===== src/hw/pshd_pkg.sv =====
/*
 * Package for the programming pad state hold block: register map, field
 * layout, preset encodings and reset values.
 * Assumes a 32-bit APB slave with one aligned word per register.
 */
package pshd_pkg;

    // Register byte offsets
    localparam logic [11:0] PSHD_CTRL_OFS   = 12'h000; // Mode control
    localparam logic [11:0] PSHD_STAT_OFS   = 12'h004; // Status
    localparam logic [11:0] PSHD_PRESET_OFS = 12'h008; // Preset loader
    localparam logic [11:0] PSHD_SEL_OFS    = 12'h00C; // Pad index select
    localparam logic [11:0] PSHD_CELL_OFS   = 12'h010; // Cells of selected pad

    // Control fields
    localparam int PSHD_CTRL_PROG_BIT = 0; // Programming mode request

    // Cell word fields, one pad
    localparam int PSHD_CELL_IN_BIT  = 0; // Input cell
    localparam int PSHD_CELL_OE_BIT  = 1; // Output enable cell
    localparam int PSHD_CELL_OUT_BIT = 2; // Output cell
    localparam int PSHD_CELL_LK_BIT  = 3; // Hold-last-state flag

    // Preset loader fields
    localparam int PSHD_PRE_CODE_LSB = 0; // Preset code, 2 bits
    localparam int PSHD_PRE_CODE_MSB = 1;

    // Output state presets
    typedef enum logic [1:0] {
        PSHD_PRE_Z    = 2'h0,  // Tri-state
        PSHD_PRE_LOW  = 2'h1,  // Drive low
        PSHD_PRE_HIGH = 2'h2,  // Drive high
        PSHD_PRE_LAST = 2'h3   // Hold last driven value
    } pshd_preset_t;

    // Cell reset value: tri-state preset pattern (in=1, oe=0, out=0)
    localparam logic [3:0] PSHD_CELL_RST = 4'h1;

    // Programming phase states, one-hot
    typedef enum logic [2:0] {
        PSHD_ST_NORMAL = 3'h1,  // Pads follow user logic
        PSHD_ST_CAPT   = 3'h2,  // One cycle: snapshot last driven values
        PSHD_ST_HOLD   = 3'h4   // Pads fixed by cells
    } pshd_state_t;

endpackage


===== src/hw/pshd_top.sv =====
/*
 * Programming pad state hold: per-pad scan cells that fix every pad
 * during device programming, loaded over APB.
 * Assumes pclk at 250 MHz, presetn async active low, and that the
 * programming controller loads cells before requesting programming mode.
 * Registers: CTRL 0x000 bit 0 requests programming mode; STAT 0x004 shows
 * the one-hot phase; PRESET 0x008 loads one preset into every pad; SEL 0x00C
 * picks a pad; CELL 0x010 reads or writes that pad's {last, out, oe, in} word.
 * Cell and preset writes are ignored while programming is in force, and any
 * other address answers with pslverr. A select past the last pad reads zero
 * and loads nothing.
 */
// Decided for this implementation: the APB register port and the placing of the registers.
// Overview of operation
// - Output-enable cell 0 tri-states the pad
// - Drive-low preset: oe 1, out 0
// - Drive-high preset: oe 1, out 1
// - Hold-last samples driven value, holds it
// - Three independently loadable cells per pad; here a pad's cells load together as one word
// - Don't-care cells never change pad condition
// - All ones: drive high, input cell 1
`timescale 1ns/1ps
module pshd_top
    import pshd_pkg::*;
#(
    parameter int NPADS = 16              // Number of pads held
)(
    input  wire logic             pclk,      // APB clock
    input  wire logic             presetn,   // Async reset, active low
    input  wire logic             psel,      // APB select
    input  wire logic             penable,   // APB enable
    input  wire logic             pwrite,    // APB direction
    input  wire logic [11:0]      paddr,     // APB byte address
    input  wire logic [31:0]      pwdata,    // APB write data
    output logic                  pready,    // APB ready
    output logic                  pslverr,   // APB error
    output logic [31:0]           prdata,    // APB read data
    input  wire logic [NPADS-1:0] core_out,  // User logic output values
    input  wire logic [NPADS-1:0] core_oe,   // User logic enables
    output logic      [NPADS-1:0] core_in,   // Pad levels to user logic
    input  wire logic [NPADS-1:0] pad_i,     // Pad input levels
    output logic      [NPADS-1:0] pad_o,     // Pad output values
    output logic      [NPADS-1:0] pad_oe,    // Pad enables, high drives
    output logic                  prog_active // Pads held by cells
);

    localparam int IW = (NPADS > 1) ? $clog2(NPADS) : 1; // Pad index width
    // Select register is one bit wider so a stray index reads as zero
    localparam int SW = IW + 1;                           // Select register width

    // Elaboration check
    // Index, select and read widths serve at most 256 pads
    if (NPADS < 1 || NPADS > 256) begin : g_bad_npads
        $error("NPADS must be 1 to 256");
    end

    pshd_state_t    st_q, st_d;       // Programming phase
    logic           prog_req_q;       // Software mode request
    logic [SW-1:0]  sel_q;            // Selected pad index, one spare bit
    logic [31:0]    rdata_q;          // Registered read data
    logic           err_q;            // Registered slave error
    logic [NPADS-1:0] pin_s1_q;       // Pad sync stage 1
    logic [NPADS-1:0] pin_s2_q;       // Pad sync stage 2
    logic [3:0]     cells [NPADS];    // Cell words of each pad

    // Address decode on the whole byte address; unaligned offsets hit nothing
    wire acc      = psel & penable;
    wire wr       = acc & pwrite;
    wire hit_ctrl = (paddr == PSHD_CTRL_OFS);
    wire hit_stat = (paddr == PSHD_STAT_OFS);
    wire hit_pre  = (paddr == PSHD_PRESET_OFS);
    wire hit_sel  = (paddr == PSHD_SEL_OFS);
    wire hit_cell = (paddr == PSHD_CELL_OFS);
    wire hit_any  = hit_ctrl | hit_stat | hit_pre | hit_sel | hit_cell;
    wire in_prog  = (st_q != PSHD_ST_NORMAL);

    // Cells may only change outside programming so entry sees a stable set
    wire wr_cell  = wr & hit_cell & ~in_prog;
    wire wr_pre   = wr & hit_pre & ~in_prog;

    // Control and select writes are taken in any phase so the request can drop
    wire wr_ctrl  = wr & hit_ctrl;              // Mode request write
    wire wr_sel   = wr & hit_sel;               // Pad index write

    // Preset word, input cell pattern supplied on the controller's behalf
    wire [1:0] pre_code = pwdata[PSHD_PRE_CODE_MSB:PSHD_PRE_CODE_LSB];
    logic [3:0] pre_word;
    always_comb begin
        pre_word = '0;                               // Cells not named below stay 0
        case (pre_code)
            PSHD_PRE_LOW: begin
                pre_word[PSHD_CELL_IN_BIT] = 1'b1;   // Input cell 1
                pre_word[PSHD_CELL_OE_BIT] = 1'b1;   // Driving, output cell 0
            end
            PSHD_PRE_HIGH: begin
                pre_word[PSHD_CELL_OE_BIT]  = 1'b1;  // Driving
                pre_word[PSHD_CELL_OUT_BIT] = 1'b1;  // High level, input cell 0
            end
            PSHD_PRE_LAST: begin
                pre_word[PSHD_CELL_LK_BIT] = 1'b1;   // Snapshot replaces all three
            end
            default: begin                           // Tri-state
                pre_word[PSHD_CELL_IN_BIT] = 1'b1;   // Input cell 1, oe and out 0
            end
        endcase
    end

    // Phase machine: capture one cycle, then hold until the request drops
    // Dropping the request during capture abandons entry before any pad moves
    always_comb begin
        case (st_q)
            PSHD_ST_NORMAL: st_d = prog_req_q ? PSHD_ST_CAPT : PSHD_ST_NORMAL;
            PSHD_ST_CAPT:   st_d = prog_req_q ? PSHD_ST_HOLD : PSHD_ST_NORMAL;
            PSHD_ST_HOLD:   st_d = prog_req_q ? PSHD_ST_HOLD : PSHD_ST_NORMAL;
            default:        st_d = PSHD_ST_NORMAL;
        endcase
    end

    // Phase register
    always_ff @(posedge pclk or negedge presetn) begin
        if (!presetn) begin
            st_q <= PSHD_ST_NORMAL;
        end else begin
            st_q <= st_d;
        end
    end

    // Pad synchroniser, two stages before any use
    // Only the second stage is read; the first may still be metastable
    always_ff @(posedge pclk or negedge presetn) begin
        if (!presetn) begin
            pin_s1_q <= '0;
            pin_s2_q <= '0;
        end else begin
            pin_s1_q <= pad_i;
            pin_s2_q <= pin_s1_q;
        end
    end

    // Programming mode request
    always_ff @(posedge pclk or negedge presetn) begin
        if (!presetn) begin
            prog_req_q <= 1'b0;
        end else if (wr_ctrl) begin
            prog_req_q <= pwdata[PSHD_CTRL_PROG_BIT];   // Request bit
        end
    end

    // Pad index select; the spare bit marks an index past the last pad
    always_ff @(posedge pclk or negedge presetn) begin
        if (!presetn) begin
            sel_q <= '0;
        end else if (wr_sel) begin
            sel_q <= pwdata[SW-1:0];
        end
    end

    // Cell word of the selected pad, zero past the last pad
    wire [3:0] sel_cells = (int'(sel_q) < NPADS) ? cells[sel_q[IW-1:0]] : 4'h0;

    // Read mux, registered for the access cycle; write cycles capture zero
    logic [31:0] rd_d;
    always_comb begin
        rd_d = 32'h0000_0000;
        if (hit_ctrl) begin
            rd_d[PSHD_CTRL_PROG_BIT] = prog_req_q;
        end else if (hit_stat) begin
            rd_d[$bits(pshd_state_t)-1:0] = st_q;
        end else if (hit_sel) begin
            rd_d[SW-1:0] = sel_q;
        end else if (hit_cell) begin
            rd_d[PSHD_CELL_LK_BIT:PSHD_CELL_IN_BIT] = sel_cells;
        end
    end

    // Zero-wait APB: answer in the first access cycle
    // Data and error are decided at setup so both stand through the access phase
    // Limitation: an address change between setup and access is not tracked
    always_ff @(posedge pclk or negedge presetn) begin
        if (!presetn) begin
            rdata_q <= 32'h0000_0000;
            err_q   <= 1'b0;
        end else if (psel && !penable) begin
            rdata_q <= pwrite ? 32'h0000_0000 : rd_d;
            err_q   <= ~hit_any;
        end
    end

    // Per-pad controls; only the load strobe differs between pads
    wire       cap_now   = (st_q == PSHD_ST_CAPT);            // Snapshot cycle
    wire       hold_now  = (st_q == PSHD_ST_HOLD);            // Cells own the pads
    wire [3:0] load_word = wr_pre ? pre_word : pwdata[3:0];   // Preset or custom word

    // Handshake outputs are combinational; data outputs come from flip-flops
    // prog_active rises two edges after the request write, with the hold phase
    assign pready      = 1'b1;
    assign pslverr     = acc & err_q;
    assign prdata      = rdata_q;
    assign prog_active = hold_now;

    // Pad instances, one per pad; each owns its cells, the parent only decodes
    for (genvar i = 0; i < NPADS; i++) begin : g_pad
        wire sel_me = (int'(sel_q) == i);                  // This pad is selected
        wire ld_me  = (wr_cell && sel_me) || wr_pre;       // Custom or preset load
        pshd_pad_cell u_cell (
            .pclk     (pclk),
            .presetn  (presetn),
            .load     (ld_me),
            .load_val (load_word),
            .capture  (cap_now),
            .hold     (hold_now),
            .core_out (core_out[i]),
            .core_oe  (core_oe[i]),
            .pad_in   (pin_s2_q[i]),
            .pad_out  (pad_o[i]),
            .pad_oe   (pad_oe[i]),
            .core_in  (core_in[i]),
            .cells    (cells[i])
        );
    end

endmodule


===== src/hw/pshd_pad_cell.sv =====
/*
 * One pad's three scan cells and the pad-side multiplexer.
 * Assumes the parent provides load strobes and mode controls on pclk.
 */
`timescale 1ns/1ps
module pshd_pad_cell
    import pshd_pkg::*;
(
    input  wire logic       pclk,       // Clock
    input  wire logic       presetn,    // Async reset, active low
    input  wire logic       load,       // Write cell word
    input  wire logic [3:0] load_val,   // Cell word to write
    input  wire logic       capture,    // Snapshot cycle at entry
    input  wire logic       hold,       // Programming in force
    input  wire logic       core_out,   // User logic output value
    input  wire logic       core_oe,    // User logic output enable
    input  wire logic       pad_in,     // Synchronised pad level
    output logic            pad_out,    // Pad output value
    output logic            pad_oe,     // Pad output enable, high drives
    output logic            core_in,    // Pad level to user logic
    output logic [3:0]      cells       // Stored cell word
);

    logic [3:0] cell_q;   // {last, out, oe, in}
    logic [2:0] last_q;   // Snapshot {out, oe, in}
    logic       pout_q;   // Registered pad value
    logic       poe_q;    // Registered pad enable

    // Effective cells: snapshot replaces all three for hold-last
    wire        use_last = cell_q[PSHD_CELL_LK_BIT];
    wire        eff_oe   = use_last ? last_q[1] : cell_q[PSHD_CELL_OE_BIT];
    wire        eff_out  = use_last ? last_q[2] : cell_q[PSHD_CELL_OUT_BIT];
    // Only oe and out reach the pad; input cell never steers it
    wire        hold_oe  = eff_oe;
    wire        hold_out = eff_oe & eff_out;

    // Cell storage, all cells and the last flag loaded together as one word
    always_ff @(posedge pclk or negedge presetn) begin
        if (!presetn) begin
            cell_q <= PSHD_CELL_RST;
        end else if (load) begin
            cell_q <= load_val;
        end
    end

    // Snapshot the value being driven just before entry
    always_ff @(posedge pclk or negedge presetn) begin
        if (!presetn) begin
            last_q <= 3'h0;
        end else if (capture) begin
            last_q <= {core_out, core_oe, pad_in};
        end
    end

    // Pad drive registered; normal function outside programming
    always_ff @(posedge pclk or negedge presetn) begin
        if (!presetn) begin
            pout_q <= 1'b0;
            poe_q  <= 1'b0;
        end else if (hold) begin
            pout_q <= hold_out;
            poe_q  <= hold_oe;
        end else begin
            pout_q <= core_out;
            poe_q  <= core_oe;
        end
    end

    assign pad_out = pout_q;
    assign pad_oe  = poe_q;
    // Input cell value is presented to the core while held
    assign core_in = hold ? (use_last ? last_q[0] : cell_q[PSHD_CELL_IN_BIT]) : pad_in;
    assign cells   = cell_q;

endmodule


===== config.mk =====
export PLATFORM = sky130hd
export DESIGN_NAME = pshd_top
export DESIGN_NICKNAME = d
export VERILOG_FILES = /design/src/hw/pshd_pkg.sv /design/src/hw/pshd_top.sv /design/src/hw/pshd_pad_cell.sv
export SDC_FILE = /design/constraint.sdc
export NUM_CORES = 1
export LEC_CHECK = 0
export CAP_MARGIN = 20
export CORE_ASPECT_RATIO = 0.9
export CORE_MARGIN = 3
export CORE_UTILIZATION = 52
export CTS_BUF_LIST = sky130_fd_sc_hd__clkbuf_8 sky130_fd_sc_hd__clkbuf_16
export DETAILED_ROUTE_END_ITERATION = 7
export DONT_BUFFER_PORTS = 1
export HOLD_SLACK_MARGIN = 0.15
export PLACE_DENSITY = 0.67
export RECOVER_POWER = 25
export SETUP_SLACK_MARGIN = 0.1
export SYNTH_ARGS = -nofsm -noshare
export SYNTH_HDL_FRONTEND = slang
export SYNTH_SLANG_ARGS = --single-unit

===== constraint.sdc =====
create_clock -name pclk -period 4.47 [get_ports pclk]
set_input_delay 0.2235 -clock pclk [delete_from_list [all_inputs] [get_ports pclk]]
set_output_delay 0.2235 -clock pclk [all_outputs]
set_load 0.02 [all_outputs]

==> results of run 1 <==
==> worst register-to-register path, stage by stage (launching register included) <==
cell and delay, ns:
dfrtp_1 0.94, buf_4 0.31, mux4_2 0.54, a22oi_1 0.15
nand2_1 0.08, a32o_1 0.22, a32o_1 0.25, dlygate4sd3_1 0.55
==> through the flow <==
stage               hold slack [ns]  area (µm²)  instances  setup slack [ns]  total power, W
floorplan                   -0.0721        9420        833              2.41         0.00195
global placement            -0.0638        8930        946              1.90         0.00190
detailed placement          -0.0664        8930        946              1.85         0.00190
CTS                          -0.535       10100       1039              1.31         0.00342
global route                 -0.539       10100       1039              1.07         0.00351
finish                       -0.514       10100       1039              1.32         0.00340
==> synth_stat cells (all sizes together), types with 8 or more instances <==
library cell | count | share of area, %
a31oi | 16 | 1.1
dfstp | 17 | 4.8
nand3 | 8 | 0.43
buf | 104 | 8.0
nand4 | 13 | 1.0
nor2 | 75 | 3.3
clkbuf | 25 | 1.0
mux2i | 101 | 11
nor2b | 8 | 0.54
dfrtp | 174 | 47
a22oi | 8 | 0.64
mux2 | 54 | 6.5
nand2 | 27 | 1.1
mux4 | 14 | 3.4
a21oi | 113 | 6.3
==> cell usage in the layout, fill, tap and decap left out, types with 7 or more instances in the layout <==
| cell type | instances |
|---|---|
| dfrtp_1 | 174 |
| a21oi_1 | 107 |
| mux2i_1 | 101 |
| nor2_1 | 71 |
| dlygate4sd3_1 | 61 |
| mux2_2 | 54 |
| conb_1 | 28 |
| nand2_1 | 27 |
| clkbuf_16 | 17 |
| dfstp_2 | 17 |
| a31oi_1 | 16 |
| mux4_2 | 14 |
| nand4_1 | 12 |
| nor2b_1 | 8 |
| nand3_1 | 8 |
| a22oi_1 | 8 |
| buf_4 | 7 |
==> layout make-up <==
cell class	count	area [µm²]	share of cell area [%]
timing repair buffer	68	663	6.56
inverter	3	11.3	0.111
multi-input combinational	510	3770	37.3
clock inverter	13	116	1.15
sequential	191	4800	47.5
tap	235	294	2.91
clock buffer	19	453	4.48
==> state kept, by name, summed over array words and instances, names as in the netlist <==
register and flops:
g_pad.u_cell.pad_oe 16, prdata 5, pin_s2_q 16, g_pad.u_cell.last_q 48
sel_q 5, st_q 3, err_q 1, prog_req_q 1
g_pad.u_cell.pad_out 16, pin_s1_q 16, g_pad.u_cell.cells 64
==> power by group <==
part	total, W	switching, W	internal [W]
Sequential	0.00179	0.0000332	0.00176
Combinational	0.000133	0.0000775	0.0000558
Clock	0.00147	0.000672	0.000799
==> routing by layer <==
metal	up-vias	track usage [%]
met5	-	0
met4	0	6.94
met3	25	5.24
met2	211	33.2
met1	2960	28.0
li1	2728	-
==> cell families (layout without fill, tap and decap cells) <==
group | after synthesis | in the layout | share of synthesized area, %
simple gates | 162 | 162 | 9.14
buf+inv | 132 | 103 | 9.17
compound gates | 149 | 149 | 9.09
mux | 169 | 169 | 20.8
other cells | 2 | 28 | 0.0806
fa+ha+maj | 2 | 2 | 0.268
flops | 191 | 191 | 51.5
==> path summary, 6_finish.rpt <==
path | slack [ns] | endpoint | depth (start not counted)
max in group asynchronous | 4.68 | st_q[0] | 0
worst max-delay path | 1.32 | prdata[1] | 7
worst min register to register | 0.35 | pin_s2_q[7] | 0
min in group pclk | 0.16 | prdata[0] | 4
worst max register to register | 1.32 | prdata[1] | 7
worst min-delay path | -0.51 | g_pad[10].u_cell.last_q[1] | 0
==> metrics, run 1 <==
Async SR Flop Fraction between 90% and 100%; uppermost layer routed met4; DRC Markers 0; worst clock skew 0.00682 ns; min Tclk post-route 3.15 ns; mapped cell area 0.00932 mm²; fin nets 890; Startpoint Class flip-flop; Starting Density a little over half; Crit. End Element flip-flop; WL met2 9470 µm; Max-slew headroom 30.7%; Max-Cap Viols 0; worst-path fanout max 18; Post-Syn Instances 807; Core Region 0.0172 mm²; via count 5924; # diodes 0; Total GRT Usage 20.8%; Post-DP HPWL 12900 µm; CP max-delay cell dfrtp_1; H-tree levels 4; largest net degree at the start of global routing 192; Syn. warnings 0; clk slew on worst S/H paths 0.07 ns; failing checks negative hold slack; IR drop worst, VDD 0.259 mV; CP startpoint sel_q[0]; final period utilization a little over two thirds; drt pass-1 iters 5; vias in the first global route 6128; Final Setup Violations 0; Slew @ Worst Pin 1.04 ns; critical path data arrival time 3.46 ns; Clock Latency Late Sink 0.43 ns; Yosys cell types 44; cell breakdown of the critical path buf_4, mux4_2, a22oi_1, nand2_1, a32o_1, a32o_1, dlygate4sd3_1; Max Clk Rate 0.318 GHz; sequential area share after synthesis about 52%; Port Buffers 0; static leakage 4.79 nW; WS Path Type reg -> reg; Die Y around 130 µm; DR WL/cell 19.2 µm; CP max stage delay 0.94 ns; DR iter-0 viols between 400 and 500; Synth Area per Inst 11.6 µm²; status complete, but fails checks; first-pass GRT wire length roughly 33000 µm; max-slew violations 0; WL final 20000 µm; post-route antenna net violation count 0; Post-CTS Hold Buffers 61; final hold vios 191; hold crit path type in -> async; die area about 0.020 mm²; critical path required time 4.79 ns; R2R Path Start sel_q[0]; P per Cell Area 336 mW/mm²; Die X 147 µm; cts repair resizes 0; unrepaired setup endpoints after global routing false; routed wl met3 1370 µm; CTS Sinks 191; Longest Clk Path Bufs 2; synth-to-layout area growth 8.48%; RD Place Congestion 0.833; Post-CTS Setup Bufs 0; Min Hold Slack -0.514 ns; initial antenna violation count 0; Setup TNS 0 ns; crit path buf inv count 2; vias per cell 5.70; crit-path most repeated cell a32o_1; Util after Layout about three fifths; Overflow after GRT 0; ys flop type dfrtp_1; Num CTS Buffers 17; Fillers 1398; root buf cell clkbuf_16; row cnt 45; WL met1 8830 µm; register bit total from synthesis 191; Post-synth EDFFs 0; CTS tree built; number of top-level pins between 150 and 200; fraction of final layout cells sized beyond drive strength 1 17.3%; Top delay family on crit path flip-flops
No activity file was read; power rests on OpenSTA's default activity.
==> run 2: changes to the inputs <==
Settings changed: ABC_AREA set to 1.
Clock period 4.47 ns to 3.25 ns, I/O delays scaled along.
==> run 2 against run 1 <==
Net effect: the flow still finishes with violations (negative hold slack); count of clock-buffer cells in the layout is the same; final area increased by 2.7%; synthesized cell count increased by 43%; wire length increased by 7.4%; via count is 22% higher; combinational power grew to 6.6 times the previous value; utilization is 0.12 points lower; non-clock buffer count rose by 2.
==> metrics, run 2 <==
status complete, but fails checks; failing checks negative hold slack; Async SR Flop Fraction 100% (unchanged); Clock Latency Late Sink 0.43 ns (about the same); Max-Cap Viols 0 (unchanged); Min Hold Slack -0.572 ns (-0.0585 ns); most instantiated cells after synthesis nand2_1, dfrtp_1, inv_1; Sw Pwr 0.00175 W (+120%); switch share 28.5% (+5.5 points); max reg flops 64 (unchanged); commonest non-fill, non-tap cell in the layout nand2_1; DR iter-0 viols 621 (+34%); Syn. warnings 0 (unchanged); vias in the first global route 6903 (+13%); static leakage 5.30 nW (+11%); Die Y 134 µm (+0.64%); internal power 0.00439 W (+68%); Clk pwr share 35.6% (-7.7 points); unrepaired setup endpoints after global routing false; critical path required time 3.57 ns (-1.22 ns); Total GRT Usage 22.4% (+1.6 points); fin worst setup slack 0.728 ns (-0.595 ns); row cnt 46 (+2.2%); Post-synth EDFFs 0 (unchanged); fraction of final layout cells sized beyond drive strength 1 8.93% (-8.4 points); area of the multi-input gates 0.00342 mm² (-9.3%); Slew @ Worst Pin 0.778 ns (-0.262 ns); IR drop worst, VDD 0.360 mV (+39%); CTS tree built; DRC Markers 0 (unchanged); combinational power share 14.4% (+11 points); RD Place Congestion 0.859 (+3.1%); largest net degree at the start of global routing 192 (unchanged); worst-path fanout max 15 (-3); CTS Sinks 191 (unchanged); number of top-level pins 180 (unchanged); most frequent cells in the layout nand2_1, dfrtp_1, inv_1; Max Clk Rate 0.396 GHz (+25%); WS Path Type reg -> reg; post-route antenna net violation count 0 (unchanged); Die X 148 µm (+0.64%); ys flop type dfrtp_1; Port Buffers 0 (unchanged); Yosys cell types 38 (-14%); post-synth top area cell dfrtp_1; final period utilization 77.6% (+7.2 points); Final Setup Violations 0 (unchanged); pre-CTS setup slack 0.736 ns (-1.12 ns); Overflow after GRT 0 (unchanged); ranking of synthesized cells by area dfrtp_1, nand2_1, buf_4; die area 0.0198 mm² (+1.3%); Synth top area share 46.1% (-0.62 points); fin nets 1262 (+42%); Starting Density 53.3% (-0.81 points); final hold vios 191 (unchanged); mapped cell area 0.00945 mm² (+1.3%); Synth Area per Inst 8.16 µm² (-29%); WL final 21500 µm (+7.4%); Fillers 1595 (+14%); Seq. cell area 0.00480 mm² (unchanged); Longest Clk Path Bufs 2 (unchanged); clk slew on worst S/H paths 0.07 ns (about the same); most common cell in the synthesized netlist nand2_1; Design Power 0.00614 W (+81%); root buf cell clkbuf_16; Post-DP HPWL 14600 µm (+13%); vias per cell 5.09 (-11%); register bit total from synthesis 191 (unchanged); Worst Reg-to-Reg Cells 9 (+2); Max-slew headroom 48.2% (+17 points); critical path data arrival time 2.85 ns (-0.61 ns); Sequential Power Share 50.1% (-2.7 points); Setup TNS 0 ns (unchanged); first-pass GRT wire length 35500 µm (+8.8%); Core Region 0.0177 mm² (+2.9%); Crit. End Element flip-flop; via count 7203 (+22%); hold crit path type in -> async; Startpoint Class flip-flop; P per Cell Area 591 mW/mm² (+76%); worst clock skew 0.0101 ns (+0.00326 ns); min Tclk post-route 2.52 ns (-0.625 ns); drt pass-1 iters 5 (unchanged); Post-Syn Instances 1158 (+43%); H-tree levels 4 (unchanged); max-slew violations 0 (unchanged); synth-to-layout area growth 9.91%; Post-CTS Setup Bufs 0 (unchanged); Num CTS Buffers 17 (unchanged); DR WL/cell 15.2 µm (-21%); sequential area share after synthesis 50.8% (-0.68 points); # diodes 0 (unchanged); initial antenna violation count 0 (unchanged); Post-CTS Hold Buffers 59 (-3.3%)
-- run 2: path summary, 6_finish.rpt --
path                              start                       end  slack, ns
min in group pclk              paddr[5]                     err_q       0.17
min reg2reg                pin_s1_q[10]              pin_s2_q[10]       0.35
max reg2reg                     st_q[0]  g_pad[7].u_cell.cells[2]       0.73
min                             presetn    g_pad[5].u_cell.pad_oe      -0.57
max in group asynchronous       presetn                   st_q[0]       3.49
max                             st_q[0]  g_pad[7].u_cell.cells[2]       0.73
-- run 2: power by group through the flow --
stage	combinational (W)	sequential (W)	clock, W
floorplan	0.000947	0.00297	0
global placement	0.000802	0.00310	0
detailed placement	0.000834	0.00311	0
CTS	0.000891	0.00307	0.00223
global route	0.00101	0.00312	0.00231
finish	0.000882	0.00307	0.00218
-- run 2: stage by stage --
| stage | hold WS (ns) | util, % | instance area [µm²] | instances |
|---|---|---|---|---|
| 6_report | -0.572 | 58.6 | 10400 | 1416 |
| 5_1_grt | -0.591 | 58.6 | 10400 | 1416 |
| 4_1_cts | -0.598 | 58.6 | 10400 | 1416 |
| 3_5_place_dp | -0.129 | 51.8 | 9180 | 1325 |
| 3_3_place_gp | -0.126 | 51.8 | 9180 | 1325 |
| 2_1_floorplan | -0.133 | - | 9540 | 1184 |
-- run 2: layout make-up --
class                           instances  area share (%)
Sequential cell                       191            46.2
Timing Repair Buffer                   70            6.60
Inverter                              148            5.35
Multi-Input combinational cell        735            33.0
Clock buffer                           19            4.36
Tap cell                              240            2.89
Clock inverter                         13            1.57
-- run 2: what timing repair did --
action	CTS	global route
endpoints found under the hold margin	284	191
gates resized for setup	0	0
endpoints found under the setup margin	0	0
-- run 2: cell families (layout without fill, tap and decap cells) --
group                      Yosys count  in the layout  share of synthesized area [%]
AOI/OAI and AO/OA                  194            194                           11.3
adders and majority gates            2              2                          0.265
buffers and inverters              258            250                           14.1
DFF                                191            191                           50.8
muxes                               13             13                           1.55
other                                2             28                         0.0795
and+or+nand+nor                    498            498                           21.9
-- run 2: layer usage --
metal / wire, µm / global-route usage [%] / up-vias
met4: 327 / 7.03 / 0
met1: 10200 / 32.7 / 3395
li1: - / - / 3551
met5: 0 / 0 / -
met2: 9460 / 33.6 / 229
met3: 1480 / 5.07 / 28
-- run 2: critical path, stage by stage (launching register included) --
cell,delay (ns)
dfstp_2,0.57
inv_2,0.05
nor2_2,0.08
nand2_2,0.11
nor2_8,0.16
nand3_4,0.30
o21ai_2,0.73
inv_1,0.22
nand2_1,0.13
nand2_1,0.07
